[src/rtl/mpd_pkg.sv]
// Purpose: Constants and carriers for the multiuser port decode and select block.
// Assumes: Eight-bit I/O bus, 100 MHz core clock, switches static while running.
// Notes: Function
// Function
// - Respond to eight consecutive ports, base a multiple of eight.
// - Match A7..A3 against switches, on means zero; disable switch blocks all.
// - Port 0 reaches the selected channel data register.
// - Port 1 reads channel status, writes sync or printer control.
// - Port 2 reaches serial mode or parallel data register.
// - Port 3 reaches serial command or parallel status register.
// - Port 4 reads transmit interrupt status, writes transmit mask.
// - Port 5 reads receive interrupt status, writes receive mask.
// - Port 7 is write-only user select; port 6 does nothing.
// - Select bits: D1..D0 user, D2 half, D4..D3 board; D7..D5 ignored.
// - Channels answer only when board bits and half bit match switches.
// - Five select bits form the exact binary user number.
// - Selected local user gets its channel registers at channel ports.
// - Interrupt registers open when any user of this group is selected.
// - Default map: user 0 parallel, 1 loop serial, 2 middle, 3 last serial.
// - Swap option exchanges relative users 0 and 2.
// - Interrupt nibble is low for users 0-3, high for users 4-7.
// - Insert zero to three wait states on channel register accesses.
// - No wait states on user select or interrupt register accesses.
// - Reset clears all transmit and receive mask bits.
// - Mask bit n controls relative user n; one enables.

package mpd_pkg;

  localparam logic [2:0] MPD_PORT_DATA   = 3'h0;
  localparam logic [2:0] MPD_PORT_STAT   = 3'h1;
  localparam logic [2:0] MPD_PORT_MODE   = 3'h2;
  localparam logic [2:0] MPD_PORT_CMD    = 3'h3;
  localparam logic [2:0] MPD_PORT_TXINT  = 3'h4;
  localparam logic [2:0] MPD_PORT_RXINT  = 3'h5;
  localparam logic [2:0] MPD_PORT_UNUSED = 3'h6;
  localparam logic [2:0] MPD_PORT_USEL   = 3'h7;

  localparam int MPD_USER_LSB  = 0;
  localparam int MPD_USER_MSB  = 1;
  localparam int MPD_HALF_BIT  = 2;
  localparam int MPD_BOARD_LSB = 3;
  localparam int MPD_BOARD_MSB = 4;
  localparam int MPD_BASE_LSB  = 3;
  localparam int MPD_BASE_MSB  = 7;

  localparam logic [4:0] MPD_USEL_RESET = 5'h00;
  localparam logic [3:0] MPD_MASK_RESET = 4'h0;
  localparam logic [7:0] MPD_IDLE_DATA  = 8'hff;
  localparam logic [1:0] MPD_PAR_USER   = 2'h0;
  localparam logic [1:0] MPD_SWAP_USER  = 2'h2;
  localparam logic [1:0] MPD_WAIT_NONE  = 2'h0;

  typedef struct packed {
    logic [4:0] base_n;
    logic       disable_on;
    logic       half;
    logic [1:0] board;
    logic       nibble_high;
    logic       swap;
    logic [1:0] wait_count;
  } mpd_switch_s;

  typedef struct packed {
    logic       rd;
    logic       wr;
    logic [1:0] reg_sel;
    logic [3:0] chan_onehot;
    logic [7:0] wdata;
  } mpd_chan_req_s;

  typedef enum logic [2:0] {
    MPD_IDLE = 3'b001,
    MPD_WAIT = 3'b010,
    MPD_DONE = 3'b100
  } mpd_state_e;

endpackage : mpd_pkg

[src/rtl/mpd_top.sv]
// Purpose: Port decode, user select and interrupt nibble steering for a four user board.
// Assumes: Bus strobes are single-cycle pulses synchronous to core_clk_i.
// Notes: Channel read data is sampled at the end of the wait period.

`timescale 1ns/100ps
`default_nettype none

module mpd_top (
  input  wire logic                 core_clk_i,
  input  wire logic                 rst_n_i,
  input  wire logic [7:0]           bus_addr_i,
  input  wire logic                 bus_rd_i,
  input  wire logic                 bus_wr_i,
  input  wire logic [7:0]           bus_wdata_i,
  input  wire mpd_pkg::mpd_switch_s sw_i,
  input  wire logic [7:0]           chan_rdata_i,
  input  wire logic [3:0]           tx_irq_i,
  input  wire logic [3:0]           rx_irq_i,
  output logic [7:0]                bus_rdata_o,
  output logic                      bus_rdata_oe_o,
  output logic                      bus_ready_o,
  output mpd_pkg::mpd_chan_req_s    chan_req_o,
  output logic [3:0]                tx_mask_o,
  output logic [3:0]                rx_mask_o,
  output logic [4:0]                user_sel_o
);

  logic [4:0]             usel_r;
  logic [4:0]             usel_nxt;
  logic [3:0]             txm_r;
  logic [3:0]             txm_nxt;
  logic [3:0]             rxm_r;
  logic [3:0]             rxm_nxt;
  mpd_pkg::mpd_state_e    st_r;
  mpd_pkg::mpd_state_e    st_nxt;
  mpd_pkg::mpd_chan_req_s req_r;
  mpd_pkg::mpd_chan_req_s req_nxt;
  logic [7:0]             rdata_r;
  logic [7:0]             rdata_nxt;
  logic                   oe_r;
  logic                   oe_nxt;
  logic                   rdy_r;
  logic                   rdy_nxt;
  logic                   hit;
  logic                   group_hit;
  logic                   board_hit;
  logic [2:0]             port;
  logic                   chan_acc;
  logic                   wait_busy;
  logic [1:0]             phys_user;

  // A switch that is on reads as zero, so the switch level equals the address bit.
  assign hit = !sw_i.disable_on
               && (bus_addr_i[mpd_pkg::MPD_BASE_MSB:mpd_pkg::MPD_BASE_LSB] == sw_i.base_n);
  assign port = bus_addr_i[mpd_pkg::MPD_BASE_LSB-1:0];

  assign group_hit = (usel_r[mpd_pkg::MPD_BOARD_MSB:mpd_pkg::MPD_BOARD_LSB] == sw_i.board);
  assign board_hit = group_hit && (usel_r[mpd_pkg::MPD_HALF_BIT] == sw_i.half);

  // The swap option only trades which physical channel answers for users 0 and 2.
  always_comb begin
    phys_user = usel_r[mpd_pkg::MPD_USER_MSB:mpd_pkg::MPD_USER_LSB];
    if (sw_i.swap) begin
      if (phys_user == mpd_pkg::MPD_PAR_USER) begin
        phys_user = mpd_pkg::MPD_SWAP_USER;
      end else if (phys_user == mpd_pkg::MPD_SWAP_USER) begin
        phys_user = mpd_pkg::MPD_PAR_USER;
      end
    end
  end

  assign chan_acc = hit && board_hit && (port <= mpd_pkg::MPD_PORT_CMD);

  function automatic logic [3:0] onehot4(input logic [1:0] idx);
    onehot4 = 4'h1 << idx;
  endfunction

  function automatic logic [7:0] steer(input logic [3:0] nib, input logic high);
    steer = high ? {nib, 4'h0} : {4'h0, nib};
  endfunction

  function automatic logic [3:0] pick(input logic [7:0] d, input logic high);
    pick = high ? d[7:4] : d[3:0];
  endfunction

  mpd_wait_gen u_wait (
    .core_clk_i (core_clk_i),
    .rst_n_i    (rst_n_i),
    .start_i    ((st_r == mpd_pkg::MPD_IDLE) && chan_acc && (bus_rd_i || bus_wr_i)
                 && (sw_i.wait_count != mpd_pkg::MPD_WAIT_NONE)),
    .count_i    (sw_i.wait_count),
    .busy_o     (wait_busy)
  );

  always_comb begin
    usel_nxt  = usel_r;
    txm_nxt   = txm_r;
    rxm_nxt   = rxm_r;
    st_nxt    = st_r;
    req_nxt   = req_r;
    req_nxt.rd = 1'b0;
    req_nxt.wr = 1'b0;
    rdata_nxt = rdata_r;
    oe_nxt    = 1'b0;
    rdy_nxt   = 1'b1;
    unique case (st_r)
      mpd_pkg::MPD_IDLE: begin
        if (hit && bus_wr_i) begin
          unique case (port)
            mpd_pkg::MPD_PORT_USEL: begin
              usel_nxt = bus_wdata_i[mpd_pkg::MPD_BOARD_MSB:mpd_pkg::MPD_USER_LSB];
            end
            mpd_pkg::MPD_PORT_TXINT: begin
              if (group_hit) begin
                txm_nxt = pick(bus_wdata_i, sw_i.nibble_high);
              end
            end
            mpd_pkg::MPD_PORT_RXINT: begin
              if (group_hit) begin
                rxm_nxt = pick(bus_wdata_i, sw_i.nibble_high);
              end
            end
            default: begin
            end
          endcase
        end
        if (hit && bus_rd_i && group_hit) begin
          if (port == mpd_pkg::MPD_PORT_TXINT) begin
            rdata_nxt = steer(tx_irq_i, sw_i.nibble_high);
            oe_nxt    = 1'b1;
          end else if (port == mpd_pkg::MPD_PORT_RXINT) begin
            rdata_nxt = steer(rx_irq_i, sw_i.nibble_high);
            oe_nxt    = 1'b1;
          end
        end
        if (chan_acc && (bus_rd_i || bus_wr_i)) begin
          req_nxt.rd          = bus_rd_i;
          req_nxt.wr          = bus_wr_i;
          req_nxt.reg_sel     = port[1:0];
          req_nxt.chan_onehot = onehot4(phys_user);
          req_nxt.wdata       = bus_wdata_i;
          if (sw_i.wait_count != mpd_pkg::MPD_WAIT_NONE) begin
            st_nxt  = mpd_pkg::MPD_WAIT;
            rdy_nxt = 1'b0;
          end else begin
            st_nxt = mpd_pkg::MPD_DONE;
          end
        end
      end
      mpd_pkg::MPD_WAIT: begin
        rdy_nxt = 1'b0;
        if (!wait_busy) begin
          st_nxt  = mpd_pkg::MPD_DONE;
          rdy_nxt = 1'b1;
        end
      end
      mpd_pkg::MPD_DONE: begin
        if (req_r.chan_onehot != 4'h0 && st_r == mpd_pkg::MPD_DONE) begin
          rdata_nxt = chan_rdata_i;
          oe_nxt    = 1'b1;
        end
        st_nxt = mpd_pkg::MPD_IDLE;
      end
      default: begin
        st_nxt = mpd_pkg::MPD_IDLE;
      end
    endcase
  end

  always_ff @(posedge core_clk_i) begin
    if (!rst_n_i) begin
      usel_r  <= mpd_pkg::MPD_USEL_RESET;
      txm_r   <= mpd_pkg::MPD_MASK_RESET;
      rxm_r   <= mpd_pkg::MPD_MASK_RESET;
      st_r    <= mpd_pkg::MPD_IDLE;
      req_r   <= '0;
      rdata_r <= mpd_pkg::MPD_IDLE_DATA;
      oe_r    <= 1'b0;
      rdy_r   <= 1'b1;
    end else begin
      usel_r  <= usel_nxt;
      txm_r   <= txm_nxt;
      rxm_r   <= rxm_nxt;
      st_r    <= st_nxt;
      req_r   <= req_nxt;
      rdata_r <= rdata_nxt;
      oe_r    <= oe_nxt;
      rdy_r   <= rdy_nxt;
    end
  end

  // Read data is only meaningful when the enable is high; the old byte is held otherwise.
  assign bus_rdata_o    = rdata_r;
  assign bus_rdata_oe_o = oe_r;
  assign bus_ready_o    = rdy_r;
  assign chan_req_o     = req_r;
  assign tx_mask_o      = txm_r;
  assign rx_mask_o      = rxm_r;
  assign user_sel_o     = usel_r;

endmodule // mpd_top

`default_nettype wire

[src/rtl/mpd_wait_gen.sv]
// Purpose: Counts wait states for a channel register access.
// Assumes: start pulses once per access while idle.
// Notes: Ready is low from the cycle after start until the count runs out.

`timescale 1ns/100ps
`default_nettype none

module mpd_wait_gen (
  input  wire logic       core_clk_i,
  input  wire logic       rst_n_i,
  input  wire logic       start_i,
  input  wire logic [1:0] count_i,
  output logic            busy_o
);

  logic [1:0] cnt_r;
  logic [1:0] cnt_nxt;

  always_comb begin
    cnt_nxt = cnt_r;
    // Loading one less than the count lets ready rise after exactly the configured low cycles.
    if (start_i) begin
      cnt_nxt = count_i - 2'h1;
    end else if (cnt_r != mpd_pkg::MPD_WAIT_NONE) begin
      cnt_nxt = cnt_r - 2'h1;
    end
  end

  always_ff @(posedge core_clk_i) begin
    if (!rst_n_i) begin
      cnt_r <= mpd_pkg::MPD_WAIT_NONE;
    end else begin
      cnt_r <= cnt_nxt;
    end
  end

  assign busy_o = (cnt_r != mpd_pkg::MPD_WAIT_NONE);

endmodule // mpd_wait_gen

`default_nettype wire

[config.mk]
export PLATFORM = sky130hd
export DESIGN_NAME = mpd_top
export DESIGN_NICKNAME = d
export VERILOG_FILES = /design/src/rtl/mpd_pkg.sv /design/src/rtl/mpd_top.sv /design/src/rtl/mpd_wait_gen.sv
export SDC_FILE = /design/constraint.sdc
export NUM_CORES = 1
export LEC_CHECK = 0
export BUFFER_PORTS_ARGS = -buffer_cell sky130_fd_sc_hd__buf_2
export CAP_MARGIN = 40
export CORE_MARGIN = 2
export CORE_UTILIZATION = 40
export DETAILED_ROUTE_END_ITERATION = 7
export GPL_TIMING_DRIVEN = 0
export PLACE_DENSITY = 0.75
export SKIP_LAST_GASP = 1
export SLEW_MARGIN = 10
export SYNTH_ARGS = -nofsm -noshare
export SYNTH_HDL_FRONTEND = slang
export SYNTH_SLANG_ARGS = --single-unit
[constraint.sdc]
create_clock -name core_clk_i -period 2.4 [get_ports core_clk_i]
set_clock_uncertainty 0.1 [all_clocks]
set_input_delay 0.12 -clock core_clk_i [delete_from_list [all_inputs] [get_ports core_clk_i]]
set_output_delay 0.12 -clock core_clk_i [all_outputs]
set_load 0.02 [all_outputs]
## Word-level counts from Yosys, hierarchy flattened

Index checks and enable logic that the tools add are counted.
Widths: inputs -> output; s select.

- Add/sub/neg operators: 2
- Order comparisons: 1
- Equal/unequal tests: 15
- Shift-type cells: 1
- Muxes and demuxes: 26
- Reduce and logical (&&, ||, !) cells: 27

Operators with widths:

| cell | number |
|---|---|
| $mux 8 | 6 |
| $pmux 8 s2 | 1 |
| $eq 3x3->1 const B | 4 |
| $logic_and 1x1->1 | 12 |
| $reduce_and 4->1 | 3 |
| $mux 2 | 5 |
| $mux 3 | 3 |
| $reduce_bool 2->1 | 4 |
| $mux 1 | 7 |
| $ne 2x1->1 const B | 3 |
| $pmux 3 s2 | 1 |
| $reduce_and 3->1 | 2 |
| $eq 5x5->1 | 1 |
| $mux 4 | 1 |
| $pmux 1 s2 | 2 |
| $reduce_and 2->1 | 2 |
| $reduce_bool 4->1 | 1 |
| $shl 1x2->4 const A | 1 |
| $sub 2x1->2 const B | 2 |
| $eq 3x1->1 const B | 1 |
| $eq 3x2->1 const B | 1 |
| $le 3x2->1 const B | 1 |
| $ne 3x1->1 const B | 1 |
| $eq 2x2->1 | 1 |
| other kinds (6) | 6 |

- Register bits after elaboration: 44
- Bits of input ports: 49
- Output and inout bits: 39
- Logic and storage cells: 85

## Logic depth before layout (Yosys ltp)

Gate-level depths: netlist (run 1).

- Word-level depth: 8
- Gate-level depth with buffers: 7
- Depth with buffers taken out: 5

## Cells and area by module

From an unflattened synthesis (run 1), not the netlist that was laid out.

- Cell total of the unflattened synthesis: 223
- Area, all modules: 1966.9 um^2

By module, submodules not included:

| module | instances | cells an instance | area an instance (um^2) | sequential area each (um^2) |
|---|---|---|---|---|
| mpd_top | 1 | 213 | 1868.0 | 840.8 |
| mpd_wait_gen | 1 | 10 | 98.8 | 40.0 |

## Worst setup path after synthesis (run 1)

Ideal clock, no wire load.

- Path type: register to register
- Start point: reg usel_r[3] (netlist: user_sel_o[3])
- End point: reg rdata_r[0] (netlist: bus_rdata_o[0])
- Setup time: 0.072 ns
- Data arrival time: 1.855 ns
- Required time: 2.228 ns
- Path slack: 0.373 ns
- Cell stages (with the launch flop): 7
- Path buffers: 1
- Period minus slack after synthesis: 2.027 ns
- Cells stage by stage: dfxtp_1 xnor2_1 nand4_1 or4_1 buf_2 o21ai_4 mux2i_1

- Longest elaborated chain between the ends: 4

RTL lines:

| item | line | text |
|---|---|---|
| start, declared | mpd_top.sv:28 | `logic [4:0] usel_r;` |
| start signal, assigned | mpd_top.sv:172 | `usel_r <= mpd_pkg::MPD_USEL_RESET;` |
| start signal, assigned | mpd_top.sv:181 | `usel_r <= usel_nxt;` |
| $eq 2x2->1 | mpd_top.sv:57 | `assign group_hit = (usel_r[mpd_pkg::MPD_BOARD_MSB:mpd_pkg::MPD_BOARD_LSB] == sw_i.board);` |
| $logic_and 1x1->1 | mpd_top.sv:127 | `if (hit && bus_rd_i && group_hit) begin` |
| $ne 2x1->1 (no source line) | - |  |
| $reduce_and 4->1 (no source line) | - |  |
| end signal, assigned | mpd_top.sv:177 | `rdata_r <= mpd_pkg::MPD_IDLE_DATA;` |
| end signal, assigned | mpd_top.sv:186 | `rdata_r <= rdata_nxt;` |
| end, declared | mpd_top.sv:38 | `logic [7:0] rdata_r;` |

Every way passes these cells.
A chain may end at the register's enable or synchronous reset.

## Worst setup path in the final report (run 1)

- Start point: reg st_r[0]
- End point: reg rdata_r[1] (netlist: bus_rdata_o[1])

- Longest elaborated chain between the ends: 4
- Elaborated cells between the ends (all ways): 9
- Those cells by class: eq/ne: 5; mux: 1; reduce/logical: 3

RTL lines:

| item | line | text |
|---|---|---|
| start, declared | mpd_top.sv:34 | `mpd_pkg::mpd_state_e st_r;` |
| start signal, assigned | mpd_top.sv:175 | `st_r <= mpd_pkg::MPD_IDLE;` |
| start signal, assigned | mpd_top.sv:184 | `st_r <= st_nxt;` |
| $eq 3x3->1 | mpd_top.sv:106, mpd_top.sv:158 |  |
| $logic_and 1x1->1 | mpd_top.sv:158 | `if (req_r.chan_onehot != 4'h0 && st_r == mpd_pkg::MPD_DONE) begin` |
| $ne 2x1->1 (no source line) | - |  |
| $reduce_and 4->1 (no source line) | - |  |

Several ways; a longest one is shown, not always the timed one.

==> metrics.csv, run 1 <==
stage;metric;value;unit
setup_path;cp-start-kind;flip-flop;
logic_synthesis;syn-num-nets;293;
power_and_ir_drop;ir_worst_vdd;0.304;mV
logic_synthesis;syn_avg_cell_area;8.43;µm²
logic_synthesis;synthesis.area;0.00206;mm²
route;drcViolationCount;0;
clock_tree;worst_skew_pair.late_latency;290;ps
clock_tree;post_cts_buffers;0;
sta;setup_viol;0;
clock_tree;cts-root-buf;clkbuf_8;
global_routing;grtUsageTotal;21.8;%
power_and_ir_drop;leakage;1.08;nW
power_and_ir_drop;p_switching;335;µW
sta;hold_viol;0;
sta;whs;3.99;ps
sta;worst_pin_slew;843;ps
route;routed_wl;5990;µm
placed_design;io_buffers;86;
logic_synthesis;yosys.area.top_type_share;42.8;%
logic_synthesis;async_flop_share;0;%
power_and_ir_drop;power_frac_comb;11.6;%
global_routing;grt_start_max_net_pins;14;
logic_synthesis;ys_types;38;
final_layout;syn_to_final_growth;33.6;%
power_and_ir_drop;internal_power;995;µW
setup_path;worstPathArrival;2340;ps
flow_run;max-cap-violations;0;
power_and_ir_drop;power_frac_seq;54.9;%
route;drt_iter0_markers;102;
placed_design;dp_hpwl;4490;µm
clock_tree;cts_tree;yes;
clock_tree;clk_path_buf_depth;2;
logic_synthesis;yosys_register_bits;44;
die;die_x;75.7;µm
logic_synthesis;synth_most_common_cell;dfxtp_1;
setup_path;path_max_fanout;9;
logic_synthesis;yosysWarnings;0;
die;die_y;75.7;µm
route;wire_per_inst;14.4;µm
die;rows;26;
die;initial_core_util;40.8;%
route;first_pass_iters;4;
global_routing;grt_pass1_vias;1954;
global_routing;grt_pass1_wl;9310;µm
sta;slew_headroom;43.7;%
logic_synthesis;synthTopCellsByCount;dfxtp_1, o21ai_0, a21oi_1, nand3_1, nor2_1;
logic_synthesis;yosys.area.top_type;dfxtp_1;
sta;tns;0;ps
placed_design;gp_congestion;0.815;
logic_synthesis;ys_seq_area_share;42.8;%
sta;drv_slew;0;
power_and_ir_drop;clkPwrFrac;33.6;%
sta;timing.final.crit_share;92.3;%
worst_hold_path;hold_class;input pin to flip-flop;
setup_path;critPathKind;flip-flop to flip-flop;
sta;rsz0062_at_grt;false;
power_and_ir_drop;powerDensity;485;mW/mm²
clock_tree;numCtsBuffers;5;
global_routing;grt.overflow.total;0;
final_layout;drive_gt1_share;30.4;%
power_and_ir_drop;p_sw_share;25.2;%
logic_synthesis;synthCells;244;
clock_tree;clk_pin_slew;80;ps
setup_path;required;2520;ps
logic_synthesis;ys.flop_type;dfxtp_1;
logic_synthesis;synth-edff-count;0;
route;vias_per_cell;5.42;
clock_tree;cts.sinks;44;
route;postRouteAntennaNets;0;
route;vias;2249;
sta;layout_min_cycle_time;2220;ps
setup_path;end_kind;flip-flop;
die;io_pins;88;
run_status;outcome;completed;
clock_tree;h-tree-depth;2;
global_routing;antenna_found_initial;0;
logic_synthesis;synth_area_leaders;dfxtp_1, o21ai_0, a21oi_1;
die;dieArea;0.00573;mm²
sta;fmax;0.451;GHz
die;coreArea;0.00504;mm²
final_layout;diodes;0;
final_layout;final_nets;394;
[layout make-up]
type,instances,area (µm²)
fill,499,2300
multi-input combinational,183,1120
sequential,44,881
timing repair buffer,94,510
tap,70,87.6
clock buffer,5,68.8
buffer,14,55.1
clock inverter,2,12.5
inverter,3,11.3
[flip-flops by register name, summed over array words and instances, names as in the netlist]
signal and count:
tx_mask_o 4, bus_rdata_o 8, user_sel_o 5, st_r 3, chan_req_o 16, bus_rdata_oe_o 1, rx_mask_o 4, bus_ready_o 1
u_wait.cnt_r 2
[kinds of logic after synthesis]
kind of cell           count (synthesis)  synth area share [%]
XOR/XNOR                               6                  2.56
buffers and inverters                 17                  3.23
multiplexers                          16                  8.03
AND/OR/NAND/NOR                       86                  22.2
flip-flops                            44                  42.8
AO/OA/AOI/OAI                         75                  21.1
[routing by layer]
layer	up-vias	wire [µm]	global-route usage, %
met4	0	57	7.80
li1	1094	-	-
met3	4	427	4.37
met5	-	0	0
met1	1047	2590	29.3
met2	104	2920	34.7
[placed cells by master, fill, tap and decap left out, types with 2 or more instances in the layout]
master         count
nor3b_1            2
xnor2_1            4
o21ai_0           30
inv_1              2
mux2i_1           12
nand4b_1           2
mux2_2             4
buf_2             88
a211oi_1           8
nor2_1            19
and2_1             2
or3_1              2
nor2b_1            4
dlygate4sd3_1      8
nand4_1            4
and3_1             3
xor2_1             2
dfxtp_1           44
a21oi_1           29
clkbuf_1          11
nor3_1             8
nand3_1           28
clkbuf_8           5
nand2b_1           4
[power by group through the flow]
stage	Combinational (mW)	Sequential [mW]	Clock [mW]
after floorplan	0.0703	0.748	0
after global placement	0.139	0.747	0
after detailed placement	0.141	0.747	0
after CTS	0.151	0.730	0.453
after global routing	0.170	0.730	0.483
final	0.154	0.730	0.447
[per-stage QoR]
step	worst slack (ps)	cell area, µm²	power, mW	instances	utilization [%]
after floorplan	373	2060	0.818	244	-
after global placement	191	2570	0.886	400	51.0
after detailed placement	108	2570	0.888	400	51.0
after CTS	85.7	2740	1.33	415	54.2
after global routing	44.5	2750	1.38	415	54.5
final	184	2750	1.33	415	54.5
[what timing repair did]
item | CTS | global route
hold buffers | 8 | 0
endpoints found under the hold margin | 8 | 0
resized for setup | 0 | 3
setup endpoints to repair | 0 | 28
[worst max-delay path, stage by stage, from the launching register on]
cell      delay, ps
dfxtp_1         360
nor2b_2         220
nand2b_2        160
or4_1           490
buf_2           200
o21ai_4         360
mux2i_1         250
[worst paths after layout]
path                             startpoint                          end  slack (ps)  cells after the start
hold reg to reg   tx_mask_o[1]$_SDFFE_PN0P_    tx_mask_o[1]$_SDFFE_PN0P_         380                      2
setup reg to reg       st_r[0]$_SDFFE_PN1P_  bus_rdata_o[1]$_SDFFE_PN1P_         180                      6
setup / recovery       st_r[0]$_SDFFE_PN1P_  bus_rdata_o[1]$_SDFFE_PN1P_         180                      6
hold / removal              chan_rdata_i[7]  bus_rdata_o[7]$_SDFFE_PN1P_           4                      3
Note: power is estimated with default switching activity, not from simulation.
==> inputs of run 2 (changes only) <==
Settings changed: BUFFER_PORTS_ARGS -buffer_cell sky130_fd_sc_hd__buf_2 to default, DONT_BUFFER_PORTS from default to 1, PLACE_DENSITY 0.75 to 0.6.
==> metrics.csv, run 2 (synthesis results as in run 1) <==
stage;metric;value;unit;change
power_and_ir_drop;p_sw_share;23.4;%;-1.8 points
power_and_ir_drop;p_switching;320;µW;-4.5%
power_and_ir_drop;ir_worst_vdd;0.300;mV;-1.3%
setup_path;path_max_fanout;9;;unchanged
die;initial_core_util;40.8;%;unchanged
power_and_ir_drop;clkPwrFrac;37.0;%;+3.4 points
global_routing;grt_start_max_net_pins;13;;-1
sta;hold_viol;0;;unchanged
sta;fmax;0.447;GHz;-1.0%
clock_tree;cts_tree;yes;;
global_routing;grt_pass1_vias;1895;;-3.0%
die;io_pins;88;;unchanged
global_routing;antenna_found_initial;0;;unchanged
placed_design;dp.cells;315;;-21%
final_layout;final_nets;325;;-18%
placed_design;dpl_cell_area;0.00215;mm²;-17%
flow_run;max-cap-violations;0;;unchanged
sta;tns;0;ps;unchanged
final_layout;fillerInstances;505;;+1.2%
worst_hold_path;hold_class;input pin to flip-flop;;
clock_tree;clk_pin_slew;80;ps;about the same
route;postRouteAntennaNets;0;;unchanged
sta;layout_min_cycle_time;2240;ps;+22.3 ps
route;vias;1998;;-11%
route;wire_per_inst;17.8;µm;+23%
global_routing;gr-max-usage-layer;met2;;
global_routing;gr-usage-met2;33.7;%;-0.97 points
final_layout;fin_area;0.00250;mm²;-9.0%
sta;timing.final.crit_share;93.3;%;+0.93 points
global_routing;grt_pass1_wl;9580;µm;+2.9%
power_and_ir_drop;internal_power;1.05;mW;+5.1%
final_layout;final_core_util;49.6;%;-4.9 points
sta;rsz0062_at_grt;false;;
die;die_y;75.7;µm;unchanged
clock_tree;numCtsBuffers;5;;unchanged
clock_tree;cts-root-buf;clkbuf_8;;
sta;worst_pin_slew;651;ps;-192 ps
placed_design;gp_congestion;0.823;;+0.91%
global_routing;grt.overflow.total;0;;unchanged
setup_path;end_kind;flip-flop;;
global_routing;grtUsageTotal;22.5;%;+0.76 points
final_layout;largest_register_ffs;16;;unchanged
route;drcViolationCount;0;;unchanged
placed_design;dp_hpwl;4360;µm;-3.0%
setup_path;critPathKind;flip-flop to flip-flop;;
sta;whs;34.9;ps;+30.9 ps
final_layout;layout_commonest_cell;dfxtp_1;;
setup_path;required;2530;ps;about the same
route;vias_per_cell;5.77;;+6.6%
clock_tree;post_cts_buffers;0;;unchanged
setup_path;cp-start-kind;flip-flop;;
clock_tree;cts.sinks;44;;unchanged
die;coreArea;0.00504;mm²;unchanged
route;routed_wl;6170;µm;+2.9%
final_layout;stdcell_count;346;;-17%
power_and_ir_drop;power_frac_seq;53.5;%;-1.4 points
placed_design;io_buffers;0;;-100%
run_status;outcome;completed;;
sta;slew_headroom;56.5;%;+13 points
final_layout;final_cell_mix;dfxtp_1, o21ai_0, a21oi_1, nand3_1, dlygate4sd3_1;;
route;first_pass_iters;6;;+2
route;drt_iter0_markers;113;;+11%
global_routing;grt_util_met3;7.01;%;+2.6 points
power_and_ir_drop;powerDensity;547;mW/mm²;+13%
die;dieArea;0.00573;mm²;unchanged
final_layout;syn_to_final_growth;21.5;%;
final_layout;drive_gt1_share;7.97;%;-22 points
power_and_ir_drop;power_frac_comb;9.5;%;-2.1 points
sta;drv_slew;0;;unchanged
final_layout;diodes;0;;unchanged
clock_tree;h-tree-depth;2;;unchanged
clock_tree;clk_path_buf_depth;2;;unchanged
die;rows;26;;unchanged
clock_tree;worst_skew_pair.late_latency;300;ps;about the same
sta;setup_viol;0;;unchanged
power_and_ir_drop;leakage;0.786;nW;-27%
die;die_x;75.7;µm;unchanged
global_routing;grtUsageMet1;31.2;%;+1.9 points
setup_path;worstPathArrival;2360;ps;+20 ps
-- run 2: changes by cell type in the layout (fill, tap and decap cells not counted) --
cell,delta
buf_2,-85
clkbuf_8,+2
dlygate4sd3_1,+16
clkinv_2,-1
dfxtp_2,+2
clkinvlp_4,-1
dfxtp_1,-2
-- run 2: area by class of cell --
cell class	count	area, µm²	area share (%)
multi-input cells	183	1120	44.8
well taps	70	87.6	3.51
repair buffers	25	245	9.81
clock buffers	7	96.3	3.86
plain buffers	14	55.1	2.20
flip-flops and latches	44	883	35.4
inverters	3	11.3	0.451
-- run 2: timing repair --
item                                   4_1_cts  5_1_grt
resized for setup                            0        5
hold buffers                                24        0
endpoints found under the hold margin       33        0
setup endpoints to repair                    0       19
-- run 2: worst paths after layout --
path	startpoint	endpoint	slack, ps	depth (start not counted)
worst max-delay path	user_sel_o[4]$_SDFFE_PN0P_	bus_rdata_o[0]$_SDFFE_PN1P_	160	6
worst min-delay path	sw_i[1]	u_wait.cnt_r[1]$_SDFFE_PN0P_	30	3
worst max register to register	user_sel_o[4]$_SDFFE_PN0P_	bus_rdata_o[0]$_SDFFE_PN1P_	160	6
worst min register to register	u_wait.cnt_r[1]$_SDFFE_PN0P_	u_wait.cnt_r[1]$_SDFFE_PN0P_	400	2
-- run 2: metal layers --
metal | vias to the layer above | part of all wire [%]
li1 | 958 | -
met1 | 937 | 44
met2 | 95 | 45
met3 | 8 | 9.1
met4 | 0 | 1.6
met5 | - | 0
-- run 2: power groups by stage --
| stage | combinational (mW) | sequential, mW | clock, mW |
|---|---|---|---|
| floorplan | 0.0703 | 0.748 | 0 |
| global placement | 0.0899 | 0.748 | 0 |
| detailed placement | 0.0911 | 0.748 | 0 |
| CTS | 0.129 | 0.731 | 0.518 |
| global route | 0.143 | 0.731 | 0.536 |
| finish | 0.130 | 0.731 | 0.505 |
-- run 2: worst max-delay path, cell delays in order (launching register included) --
cell,delay [ps]
dfxtp_1,490
xnor2_1,160
nand4_1,120
or4_1,500
buf_2,200
o21ai_4,370
mux2i_1,230
-- run 2: metrics by stage --
| step | worst slack [ps] | total power [mW] |
|---|---|---|
| after global placement | 107 | 0.838 |
| final | 162 | 1.37 |
| after global routing | 14.0 | 1.41 |
| after CTS | 62.6 | 1.38 |
| after floorplan | 373 | 0.818 |
| after detailed placement | 89.3 | 0.839 |
